==> src/hw/mcs_pkg.sv <==
package mcs_pkg;
   // Cycle types
   typedef enum logic [3:0] {
      MCS_CT_FETCH = 4'h0,
      MCS_CT_MRD = 4'h1,
      MCS_CT_MWR = 4'h2,
      MCS_CT_SRD = 4'h3,
      MCS_CT_SWR = 4'h4,
      MCS_CT_INP = 4'h5,
      MCS_CT_OUT = 4'h6,
      MCS_CT_IACK = 4'h7,
      MCS_CT_HALT = 4'h8,
      MCS_CT_IACKH = 4'h9,
      MCS_CT_NONE = 4'hA
   } mcs_ctype_type;
   // Address sources
   typedef enum logic [2:0] {
      MCS_AS_PC = 3'h0,
      MCS_AS_HL = 3'h1,
      MCS_AS_BC = 3'h2,
      MCS_AS_DE = 3'h3,
      MCS_AS_SP = 3'h4,
      MCS_AS_BB = 3'h5,
      MCS_AS_AB = 3'h6
   } mcs_asrc_type;
   // Status words
   localparam logic [7:0] MCS_ST_FETCH = 8'hA2;
   localparam logic [7:0] MCS_ST_MRD = 8'h82;
   localparam logic [7:0] MCS_ST_MWR = 8'h00;
   localparam logic [7:0] MCS_ST_SRD = 8'h86;
   localparam logic [7:0] MCS_ST_SWR = 8'h04;
   localparam logic [7:0] MCS_ST_INP = 8'h42;
   localparam logic [7:0] MCS_ST_OUT = 8'h10;
   localparam logic [7:0] MCS_ST_IACK = 8'h23;
   localparam logic [7:0] MCS_ST_HALT = 8'h8A;
   localparam logic [7:0] MCS_ST_IACKH = 8'h2B;
   localparam logic [7:0] MCS_ST_NONE = 8'h00;
   // Status bit positions
   localparam int MCS_B_INTA = 0;
   localparam int MCS_B_WO = 1;
   localparam int MCS_B_STACK = 2;
   localparam int MCS_B_HALT_ACK_STATUS = 3;
   localparam int MCS_B_OUT = 4;
   localparam int MCS_B_M1 = 5;
   localparam int MCS_B_INP = 6;
   localparam int MCS_B_MEM_READ_STATUS = 7;
   // Cycle and state limits
   localparam logic [2:0] MCS_MAX_CYC = 3'h5;
   localparam logic [2:0] MCS_MIN_ST = 3'h3;
   localparam logic [2:0] MCS_MAX_ST = 3'h5;
   localparam logic [2:0] MCS_FETCH_ST = 3'h4;
   localparam logic [2:0] MCS_RESET_M = 3'h1;
   localparam logic [2:0] MCS_RESET_T = 3'h1;
endpackage : mcs_pkg

==> src/hw/mcs_cycle_plan.sv <==
`timescale 1ns/100ps
`default_nettype none
// Decodes one opcode and the cycle index into the plan of that cycle.
module mcs_cycle_plan (
   input wire logic [7:0] opcode_i,
   input wire logic [2:0] mcyc_i,
   input wire logic cond_true_i,
   output logic [2:0] ncyc_o,
   output logic [2:0] nstate_o,
   output mcs_pkg::mcs_ctype_type ctype_o,
   output mcs_pkg::mcs_asrc_type asrc_o
);
   logic [2:0] n;
   logic [2:0] f;
   mcs_pkg::mcs_ctype_type t;
   mcs_pkg::mcs_asrc_type a;
   logic [7:0] op;
   assign op = opcode_i;
   always_comb begin
      n = 3'h1;
      f = mcs_pkg::MCS_FETCH_ST;
      t = mcs_pkg::MCS_CT_MRD;
      a = mcs_pkg::MCS_AS_PC;
      if (op == 8'hC3 || op[7:6] == 2'h3 && op[2:0] == 3'h2 ||
          op[7:6] == 2'h0 && op[3:0] == 4'h1) begin
         n = 3'h3;
      end else if (op == 8'hCD || op[7:6] == 2'h3 && op[2:0] == 3'h4) begin
         n = (op == 8'hCD || cond_true_i) ? 3'h5 : 3'h3;
         f = 3'h5;
      end else if (op[7:6] == 2'h3 && op[2:0] == 3'h0) begin
         n = cond_true_i ? 3'h3 : 3'h1;
         f = 3'h5;
      end else if (op == 8'hC9 || op[7:6] == 2'h3 && op[3:0] == 4'h1) begin
         n = 3'h3;
      end else if (op[7:6] == 2'h3 && op[3:0] == 4'h5 ||
                   op[7:6] == 2'h3 && op[2:0] == 3'h7) begin
         n = 3'h3;
         f = 3'h5;
      end else if (op == 8'hE3) begin
         n = 3'h5;
      end else if (op[7:6] == 2'h0 && op[3:0] == 4'h9) begin
         n = 3'h3;
      end else if (op == 8'h3A || op == 8'h32) begin
         n = 3'h4;
      end else if (op == 8'h2A || op == 8'h22) begin
         n = 3'h5;
      end else if (op == 8'hDB || op == 8'hD3 || op == 8'h34 ||
                   op == 8'h35 || op == 8'h36) begin
         n = 3'h3;
      end else if (op == 8'h76) begin
         n = 3'h2;
      end else if (op[7:6] == 2'h1 && (op[2:0] == 3'h6 || op[5:3] == 3'h6) ||
                   op[7:6] == 2'h2 && op[2:0] == 3'h6 ||
                   op[7:6] == 2'h3 && op[2:0] == 3'h6 ||
                   op[7:6] == 2'h0 && op[2:0] == 3'h6 ||
                   op[7:6] == 2'h0 && op[2:0] == 3'h2 && !op[5]) begin
         n = 3'h2;
      end else if (op == 8'hE9 || op == 8'hF9 ||
                   op[7:6] == 2'h1 && op[2:0] != 3'h6 ||
                   op[7:6] == 2'h0 && op[2:1] == 2'h2 ||
                   op[7:6] == 2'h0 && op[2:0] == 3'h3) begin
         f = 3'h5;
      end
      // rotates and the one-cycle ops not set to five above stay four
      nstate_o = (mcyc_i == 3'h1) ? f : mcs_pkg::MCS_MIN_ST;
      if (op == 8'hE3 && mcyc_i == 3'h5) begin
         nstate_o = mcs_pkg::MCS_MAX_ST;
      end
      if (mcyc_i == 3'h1) begin
         t = mcs_pkg::MCS_CT_FETCH;
      end else if (op == 8'h76) begin
         t = mcs_pkg::MCS_CT_HALT;
      end else if (op[7:6] == 2'h0 && op[3:0] == 4'h9) begin
         t = mcs_pkg::MCS_CT_NONE;
      end else if (op == 8'hE3) begin
         t = (mcyc_i < 3'h4) ? mcs_pkg::MCS_CT_SRD : mcs_pkg::MCS_CT_SWR;
         a = mcs_pkg::MCS_AS_SP;
      end else if (op == 8'hCD || op[7:6] == 2'h3 && op[2:0] == 3'h4) begin
         t = (mcyc_i < 3'h4) ? mcs_pkg::MCS_CT_MRD : mcs_pkg::MCS_CT_SWR;
         a = (mcyc_i < 3'h4) ? mcs_pkg::MCS_AS_PC : mcs_pkg::MCS_AS_SP;
      end else if (op[7:6] == 2'h3 && (op[2:0] == 3'h0 || op[3:0] == 4'h1 ||
                   op == 8'hC9)) begin
         t = mcs_pkg::MCS_CT_SRD;
         a = mcs_pkg::MCS_AS_SP;
      end else if (op[7:6] == 2'h3 && (op[3:0] == 4'h5 || op[2:0] == 3'h7)) begin
         t = mcs_pkg::MCS_CT_SWR;
         a = mcs_pkg::MCS_AS_SP;
      end else if (mcyc_i > 3'h3 || (op == 8'hDB || op == 8'hD3) &&
                   mcyc_i == 3'h3) begin
         a = (op == 8'hDB || op == 8'hD3) ? mcs_pkg::MCS_AS_AB :
             mcs_pkg::MCS_AS_BB;
         if (op == 8'hDB) begin
            t = mcs_pkg::MCS_CT_INP;
         end else if (op == 8'hD3) begin
            t = mcs_pkg::MCS_CT_OUT;
         end else if (op == 8'h32 || op == 8'h22) begin
            t = mcs_pkg::MCS_CT_MWR;
         end
      end else if ((op == 8'h34 || op == 8'h35) && mcyc_i == 3'h3 ||
                   op == 8'h36 && mcyc_i == 3'h3 ||
                   op[7:3] == 5'h0E && mcyc_i == 3'h2) begin
         t = mcs_pkg::MCS_CT_MWR;
         a = mcs_pkg::MCS_AS_HL;
      end else if (op == 8'h34 || op == 8'h35 || op[7:6] != 2'h0 &&
                   op[2:0] == 3'h6 && op[7:6] != 2'h3) begin
         a = mcs_pkg::MCS_AS_HL;
      end else if (op[7:6] == 2'h0 && op[2:0] == 3'h2 && !op[5]) begin
         t = op[3] ? mcs_pkg::MCS_CT_MRD : mcs_pkg::MCS_CT_MWR;
         a = op[4] ? mcs_pkg::MCS_AS_DE : mcs_pkg::MCS_AS_BC;
      end
   end
   assign ncyc_o = n;
   assign ctype_o = t;
   assign asrc_o = a;
endmodule // mcs_cycle_plan
`default_nettype wire

==> src/hw/mcs_sequencer.sv <==
`timescale 1ns/100ps
`default_nettype none
// Steps machine cycles and states; presents status in the first state.
module mcs_sequencer (
   input wire logic core_clk_i,
   input wire logic nrst_i,
   input wire logic [7:0] opcode_i,
   input wire logic opcode_valid_i,
   input wire logic int_pending_i,
   input wire logic flag_sign_i,
   input wire logic flag_zero_i,
   input wire logic flag_parity_i,
   input wire logic flag_carry_i,
   input wire logic [7:0] acc_i,
   output logic sync_o,
   output logic [7:0] status_o,
   output logic status_oe_o,
   output logic bus_in_strobe_o,
   output logic write_strobe_o,
   output logic [2:0] mcycle_o,
   output logic [2:0] tstate_o,
   output logic [2:0] addr_src_o,
   output logic branch_taken_o,
   output logic halted_o,
   output logic [7:0] rot_acc_o,
   output logic rot_carry_o
);
   logic [2:0] m_r;
   logic [2:0] t_r;
   logic [7:0] op_r;
   logic halt_r;
   logic iack_r;
   logic [7:0] status_r;
   logic [7:0] rot_r;
   logic rotc_r;
   logic [2:0] ncyc;
   logic [2:0] nst;
   mcs_pkg::mcs_ctype_type ct;
   mcs_pkg::mcs_asrc_type as;
   logic cond;
   logic [7:0] cur_op;
   logic cyc_end;
   logic inst_end;
   logic [7:0] st_word;
   logic rd_cyc;
   logic wr_cyc;
   assign cond = (op_r[5:4] == 2'h0) ? (flag_zero_i == op_r[3]) :
                 (op_r[5:4] == 2'h1) ? (flag_carry_i == op_r[3]) :
                 (op_r[5:4] == 2'h2) ? (flag_parity_i == op_r[3]) :
                 (flag_sign_i == op_r[3]);
   assign cur_op = (m_r == 3'h1 && t_r == 3'h3) ? opcode_i : op_r;
   mcs_cycle_plan u_plan (
      .opcode_i(cur_op),
      .mcyc_i(m_r),
      .cond_true_i(cond),
      .ncyc_o(ncyc),
      .nstate_o(nst),
      .ctype_o(ct),
      .asrc_o(as)
   );
   assign cyc_end = (t_r >= nst) && (m_r != 3'h1 || t_r > 3'h2);
   assign inst_end = cyc_end && m_r >= ncyc;
   assign st_word =
      (m_r == 3'h1 && iack_r && halt_r) ? mcs_pkg::MCS_ST_IACKH :
      (m_r == 3'h1 && iack_r) ? mcs_pkg::MCS_ST_IACK :
      (ct == mcs_pkg::MCS_CT_FETCH) ? mcs_pkg::MCS_ST_FETCH :
      (ct == mcs_pkg::MCS_CT_MRD) ? mcs_pkg::MCS_ST_MRD :
      (ct == mcs_pkg::MCS_CT_MWR) ? mcs_pkg::MCS_ST_MWR :
      (ct == mcs_pkg::MCS_CT_SRD) ? mcs_pkg::MCS_ST_SRD :
      (ct == mcs_pkg::MCS_CT_SWR) ? mcs_pkg::MCS_ST_SWR :
      (ct == mcs_pkg::MCS_CT_INP) ? mcs_pkg::MCS_ST_INP :
      (ct == mcs_pkg::MCS_CT_OUT) ? mcs_pkg::MCS_ST_OUT :
      (ct == mcs_pkg::MCS_CT_HALT) ? mcs_pkg::MCS_ST_HALT :
      mcs_pkg::MCS_ST_NONE;
   assign rd_cyc = st_word[mcs_pkg::MCS_B_WO] && ct != mcs_pkg::MCS_CT_HALT;
   assign wr_cyc = !st_word[mcs_pkg::MCS_B_WO] && ct != mcs_pkg::MCS_CT_NONE;
   always_ff @(posedge core_clk_i) begin
      if (!nrst_i) begin
         m_r <= mcs_pkg::MCS_RESET_M;
         t_r <= mcs_pkg::MCS_RESET_T;
         op_r <= 8'h00;
         halt_r <= 1'b0;
         iack_r <= 1'b0;
         status_r <= 8'h00;
      end else begin
         if (t_r == 3'h1) begin
            status_r <= st_word;
         end
         if (m_r == 3'h1 && t_r == 3'h3) begin
            op_r <= opcode_i;
         end
         if (halt_r && !iack_r) begin
            // hold in halt; wake one clock after a request
            t_r <= 3'h1;
            iack_r <= int_pending_i;
         end else if (inst_end) begin
            m_r <= 3'h1;
            t_r <= 3'h1;
            halt_r <= (op_r == 8'h76) && !iack_r;
            iack_r <= int_pending_i;
         end else if (cyc_end) begin
            m_r <= m_r + 3'h1;
            t_r <= 3'h1;
         end else if (!(m_r == 3'h1 && t_r == 3'h2 && !opcode_valid_i)) begin
            t_r <= t_r + 3'h1;
         end
      end
   end
   always_ff @(posedge core_clk_i) begin
      if (!nrst_i) begin
         rot_r <= 8'h00;
         rotc_r <= 1'b0;
      end else if (inst_end && op_r[7:5] == 3'h0 && op_r[2:0] == 3'h7) begin
         case (op_r[4:3])
            2'h0: {rotc_r, rot_r} <= {acc_i[7], acc_i[6:0], acc_i[7]};
            2'h1: {rotc_r, rot_r} <= {acc_i[0], acc_i[0], acc_i[7:1]};
            2'h2: {rotc_r, rot_r} <= {acc_i, flag_carry_i};
            default: {rot_r, rotc_r} <= {flag_carry_i, acc_i};
         endcase
      end
   end
   assign sync_o = (t_r == 3'h1) && !(halt_r && !iack_r);
   assign status_o = (t_r == 3'h1) ? st_word : status_r;
   assign status_oe_o = sync_o;
   assign bus_in_strobe_o = rd_cyc && t_r == 3'h2;
   assign write_strobe_o = wr_cyc && t_r == 3'h3;
   assign mcycle_o = m_r;
   assign tstate_o = t_r;
   assign addr_src_o = as;
   assign branch_taken_o = inst_end && (op_r == 8'hC3 ||
                           op_r[7:6] == 2'h3 && op_r[2:0] == 3'h2 && cond);
   assign halted_o = halt_r;
   assign rot_acc_o = rot_r;
   assign rot_carry_o = rotc_r;
endmodule // mcs_sequencer
`default_nettype wire

==> config.mk <==
export PLATFORM = sky130hd
export DESIGN_NAME = mcs_sequencer
export DESIGN_NICKNAME = d
export VERILOG_FILES = /design/src/hw/mcs_pkg.sv /design/src/hw/mcs_cycle_plan.sv /design/src/hw/mcs_sequencer.sv
export SDC_FILE = /design/constraint.sdc
export NUM_CORES = 1
export LEC_CHECK = 0
export ABC_CLOCK_PERIOD_IN_PS = 7200
export BUFFER_PORTS_ARGS = -buffer_cell sky130_fd_sc_hd__buf_2
export CORE_MARGIN = 2
export CORE_UTILIZATION = 35
export DETAILED_ROUTE_END_ITERATION = 8
export HOLD_SLACK_MARGIN = 0.05
export PLACE_DENSITY = 0.63
export SETUP_SLACK_MARGIN = 0.02
export SYNTH_ARGS = -nofsm -noshare
export SYNTH_HDL_FRONTEND = slang
export SYNTH_SLANG_ARGS = --single-unit
export TNS_END_PERCENT = 5
==> constraint.sdc <==
create_clock -name core_clk_i -period 7.2 [get_ports core_clk_i]
set_clock_uncertainty 0.1 [all_clocks]
set_input_delay 0.36 -clock core_clk_i [delete_from_list [all_inputs] [get_ports core_clk_i]]
set_output_delay 0.36 -clock core_clk_i [all_outputs]
set_load 0.02 [all_outputs]
; Word level (Yosys, flattened, before mapping)
; Index checks and enable logic that the tools add are counted.
[word_totals]
input_bits = 24
wordCells = 255
reg_bits = 33
out_inout_bits = 32
[classes]
magnitude_cmp = 5
n_mux = 81
n_reduce_logical = 95
bitwise = 2
n_eq_ne = 62
n_addsub = 2
[op_table]
columns = operator, n
row1 = two-way mux 3 bit, 42
row2 = two-way mux 8 bit, 12
row3 = equality test 8 bit (second input constant), 9
row4 = equality test 8 x 6 -> 1 bit (second input constant), 7
row5 = two-way mux 4 bit, 13
row6 = logical AND 1 bit, 45
row7 = logical OR 1 bit, 32
row8 = one-hot mux 8 bit (3 select lines), 1
row9 = equality test 3 x 2 -> 1 bit (second input constant), 7
row10 = equality test 3 bit (second input constant), 6
row11 = equality test 4 x 3 -> 1 bit (second input constant), 4
row12 = equality test 8 x 7 -> 1 bit (second input constant), 2
row13 = equality test 2 bit (second input constant), 6
row14 = two-way mux 2 bit, 5
row15 = equality test 4 x 1 -> 1 bit (second input constant), 2
row16 = equality test 4 x 2 -> 1 bit (second input constant), 2
row17 = equality test 4 bit (second input constant), 2
row18 = two-way mux 1 bit, 8
row19 = inequality test 4 bit (second input constant), 2
row20 = adder 3 x 1 -> 3 bit (second input constant), 2
row21 = equality test 2 x 1 -> 1 bit (second input constant), 3
row22 = equality test 3 x 1 -> 1 bit (second input constant), 2
row23 = greater-or-equal comparator 3 bit, 2
row24 = greater-than comparator 3 x 2 -> 1 bit (second input constant), 2
row25 = other kinds (15), 29

; Logic depth before layout (Yosys ltp)
[logic_depth]
ltp_word = 31
depth_mapped = 22
mapped_depth_nobuf = 18

; Cells and area by module
; Synthesis repeated with hierarchy kept, for this count alone.
[hier_totals]
hier_cells = 321
area_unflattened_um2 = 2572.5
[by_module_without_submodules]
columns = mod, cells_per_inst, seq_area_each_um2, area_each_um2, instances
row1 = mcs_sequencer, 220, 660.6, 1966.9, 1
row2 = mcs_cycle_plan, 101, 0.0, 605.6, 1

; Worst setup path after synthesis
; OpenSTA, ideal clock, no wires.
[synth_path]
kind = reg2out
start = register t_r[2], in the netlist tstate_o[2]
end = output branch_taken_o
stages_incl_launch_ff = 20
t_arrival_ns = 4.211
path_buffers = 3
required_time_ns = 6.740
slack_ns = 2.529
path_cell_list = dfxtp_1 inv_1 ha_1 nand3b_4 buf_2 buf_4 buf_2 mux2i_1 a21oi_1 or4_1 a21oi_1 o2111ai_1 ha_1 nand2b_1 a21oi_1 nor2b_1 o22ai_1 nor2_1 nand2_1 nor4b_1
[synth_between]
elab_chain_len = 28
word_cells_on_any_way = 110
cone_classes = order compare: 3 / eq/ne: 31 / mux: 29 / reduce/logical: 47
[synth_lines]
columns = item, line
row1 = "start, declared", mcs_sequencer.sv:29  ; logic [2:0] t_r;
row2 = "start signal, assigned", mcs_sequencer.sv:80  ; t_r <= mcs_pkg::MCS_RESET_T;
row3 = "start signal, assigned", mcs_sequencer.sv:105  ; t_r <= t_r + 3'h1;
row4 = "parallel branches: the longest is 26 deep, another holds two-way mux 8 bit", n/a
row5 = logical AND 1 bit (*), mcs_sequencer.sv:62  ; assign inst_end = cyc_end && m_r >= ncyc;
row6 = logical AND 1 bit (*), mcs_sequencer.sv:130  ; assign branch_taken_o = inst_end && (op_r == 8'hC3 ||
row7 = "end, declared", mcs_sequencer.sv:23  ; output logic branch_taken_o,
; Every way passes the cells marked *.

; Worst setup path in the final report
[layout_path]
start = register t_r[1], in the netlist tstate_o[1]
end = output branch_taken_o
; Same word-level chain as after synthesis.

==> results.py <==
metrics = {
    "synth": {
        "async_reset_ff_frac": 0,
        "netlist.top_cell.by_area": "dfxtp_1",
        "yosys_most_used_dff": "dfxtp_1",
        "synth_area_per_cell_um2": 7.47,
        "yosys_warnings": 0,
        "ys_seq_area_frac": 0.235,
        "synth.area.top_cells": "dfxtp_1, mux2i_1, nor2_1, ha_1, nand2_1",
        "synth_cells": 376,
        "syn_area_um2": 2810,
        "synth_nets": 414,
        "synth_edf_count": 0,
        "synthDistinctLibCells": 60,
        "synth-seq-cells": 33,
        "synth.top_cell.area_share": 0.235,
    },
    "route": {
        "drc": 0,
        "first_iter_violations": 242,
        "detail-route-antenna-nets": 0,
        "wl_per_cell_um": 16.1,
        "routed_wl_um": 8350,
        "drt-pass1-iter-count": 5,
        "viasPerCell": 5.74,
        "via_count": 2980,
    },
    "worst_setup_path": {
        "required_ps": 6740,
        "worst-path-max-fanout": 18,
        "slowest_delay_ps": 630,
        "slowest_stage": "and3b_1",
        "arrival_ps": 4850,
        "worstSetupEndpointType": "primary output",
        "path_cells": "ha_1 -> ha_1 -> and3b_1 -> mux2i_1 -> nand2_1 -> or2_2 -> mux2_2 -> nor4_1 -> a21oi_1 -> and2_1 -> ha_1 -> a21oi_1 -> nor2b_1 -> nor2_1 -> nor2_1 -> nand2_1 -> nor4b_1 -> buf_2",
        "crit_path_start_kind": "flop",
        "path_class": "reg2out",
        "critical_path.most_common_cell": "ha_1",
    },
    "pwr": {
        "p_per_area_nw_per_um2": 313,
        "p_leak_nw": 1.42,
        "peakVddDrop_uv": 123,
        "finalPower_w": 0.00101,
    },
    "place": {
        "numPlacedInstances": 511,
        "routabilityCongestion": 0.985,
        "numPortBuffers": 55,
        "post-dp-hpwl_um": 6360,
    },
    "global_route": {
        "grt_pass1_wl_um": 13400,
        "grt_overflow": 0,
        "track_usage": 0.192,
        "grt_pass1_vias": 2742,
        "grt_max_degree": 32,
        "antenna_found_initial": 0,
    },
    "sta": {
        "finalHoldViolCount": 0,
        "post-route-min-period_ps": 5310,
        "slew_viol_final": 0,
        "setup_viol_count_final": 0,
        "timing.fmax_ghz": 0.188,
        "rsz0062_at_grt": "no",
        "tightest_slew_ps": 892,
        "final.period_utilization": 0.737,
        "fin_setup_tns_ps": 0,
        "slew_headroom": 0.404,
        "holdWs_ps": 206,
    },
    "floorplanning": {
        "dieArea_um2": 8760,
        "die_y_um": 93.6,
        "coreArea_um2": 7770,
        "die_w_um": 93.6,
        "pin_count": 56,
        "rows": 32,
        "start_util": 0.362,
    },
    "clock_tree": {
        "clk_pin_slew_worst_paths_ps": 80,
        "htreeDepth": 2,
        "max-clock-path-buffers": 2,
        "clock_sinks": 33,
        "cts_buffers": 5,
        "clkLatencyLatePin_ps": 300,
        "cts.hold.buffers_added": 0,
        "cts_resized": 0,
        "post_cts_buffers": 0,
        "cts_tree": "yes",
        "clk_root_buffer_cell": "clkbuf_8",
    },
    "run_status": {
        "outcome": "finished, final reports clean",
    },
    "final_layout": {
        "diodes": 0,
        "syn2layout_area_growth_pct": 14.7,
        "mostFrequentLayoutCells": "nor2_1, buf_2, nand2_1, dfxtp_1, a21oi_1",
        "final_common_cell": "nor2_1",
        "finalNetCount": 454,
        "fin_cells": 519,
        "utilization": 0.415,
        "drive_above_1_share": 0.199,
    },
    "flow_run": {
        "cap_violations": 0,
    },
    "hold_path": {
        "hp-class": "in2reg",
    },
}
synth_stat cells, types with 10 or more instances:
master / instances
clkbuf_1: 12
a21oi_1: 23
nand3_1: 10
ha_1: 14
nor2_1: 57
o21ai_0: 13
mux2i_1: 22
nand2_1: 37
nor3_1: 16
dfxtp_1: 33
inv_1: 10
nand2b_1: 12
cells by family (layout without fill, tap and decap cells):
logic type	Yosys count	count (layout)	synth area share
adders and majority gates	14	14	0.0624
AOI/OAI and AO/OA	75	75	0.177
DFF	33	33	0.235
muxes	32	32	0.122
and+or+nand+nor	186	186	0.340
buffers and inverters	33	74	0.0534
xor gates and xnor gates	3	3	0.00936
routing by layer:
metal	wire, µm	part of all wire	global-route usage
met1	3640	0.44	0.255
met2	3810	0.46	0.309
met3	686	0.082	0.0355
met4	210	0.025	0.0713
met5	0	0	0
worst max-delay path, delay by kind of cell, from the launching register on:
family,cells,cell delay (ps)
fa+ha+maj,3,710
flops,1,440
simple gates,10,2270
mux,2,780
compound gates,2,140
buf+inv,1,220
power breakdown:
part | total, W | internal (W) | switching (W) | leakage (nW)
Sequential | 0.000270 | 0.000215 | 0.0000552 | 0.269
Combinational | 0.000551 | 0.000206 | 0.000345 | 1.10
Clock | 0.000188 | 0.000113 | 0.0000752 | 0.0574
sequential cells by signal, indices dropped and copies added (netlist names):
signal       flops
rot_acc_o        8
halted_o         1
mcycle_o         3
status_r         8
iack_r           1
rot_carry_o      1
op_r             8
tstate_o         3
per-stage QoR:
step,setup slack [ps],cell area (µm²)
after global placement,2160,3100
after detailed placement,2060,3100
after floorplan,2530,2810
after global routing,1430,3220
after CTS,1880,3220
final,1890,3220
cell type report:
| class | instances | area (µm²) |
|---|---|---|
| Sequential cell | 33 | 661 |
| Timing Repair Buffer | 55 | 275 |
| Multi-Input combinational cell | 310 | 2000 |
| Clock inverter | 2 | 37.5 |
| Clock buffer | 6 | 82.6 |
| Inverter | 11 | 41.3 |
| Tap cell | 102 | 128 |
| Fill cell | 821 | 4540 |
final timing paths:
check                                   from        endpoint  slack [ps]  cells after the start
worst min-delay path                  nrst_i     mcycle_o[0]         210                      2
worst max-delay path             tstate_o[1]  branch_taken_o        1890                     18
worst max register to register   tstate_o[1]    rot_acc_o[7]        1990                     18
worst min register to register  rot_acc_o[7]    rot_acc_o[7]         360                      2
(Power assumes the default switching activity.)
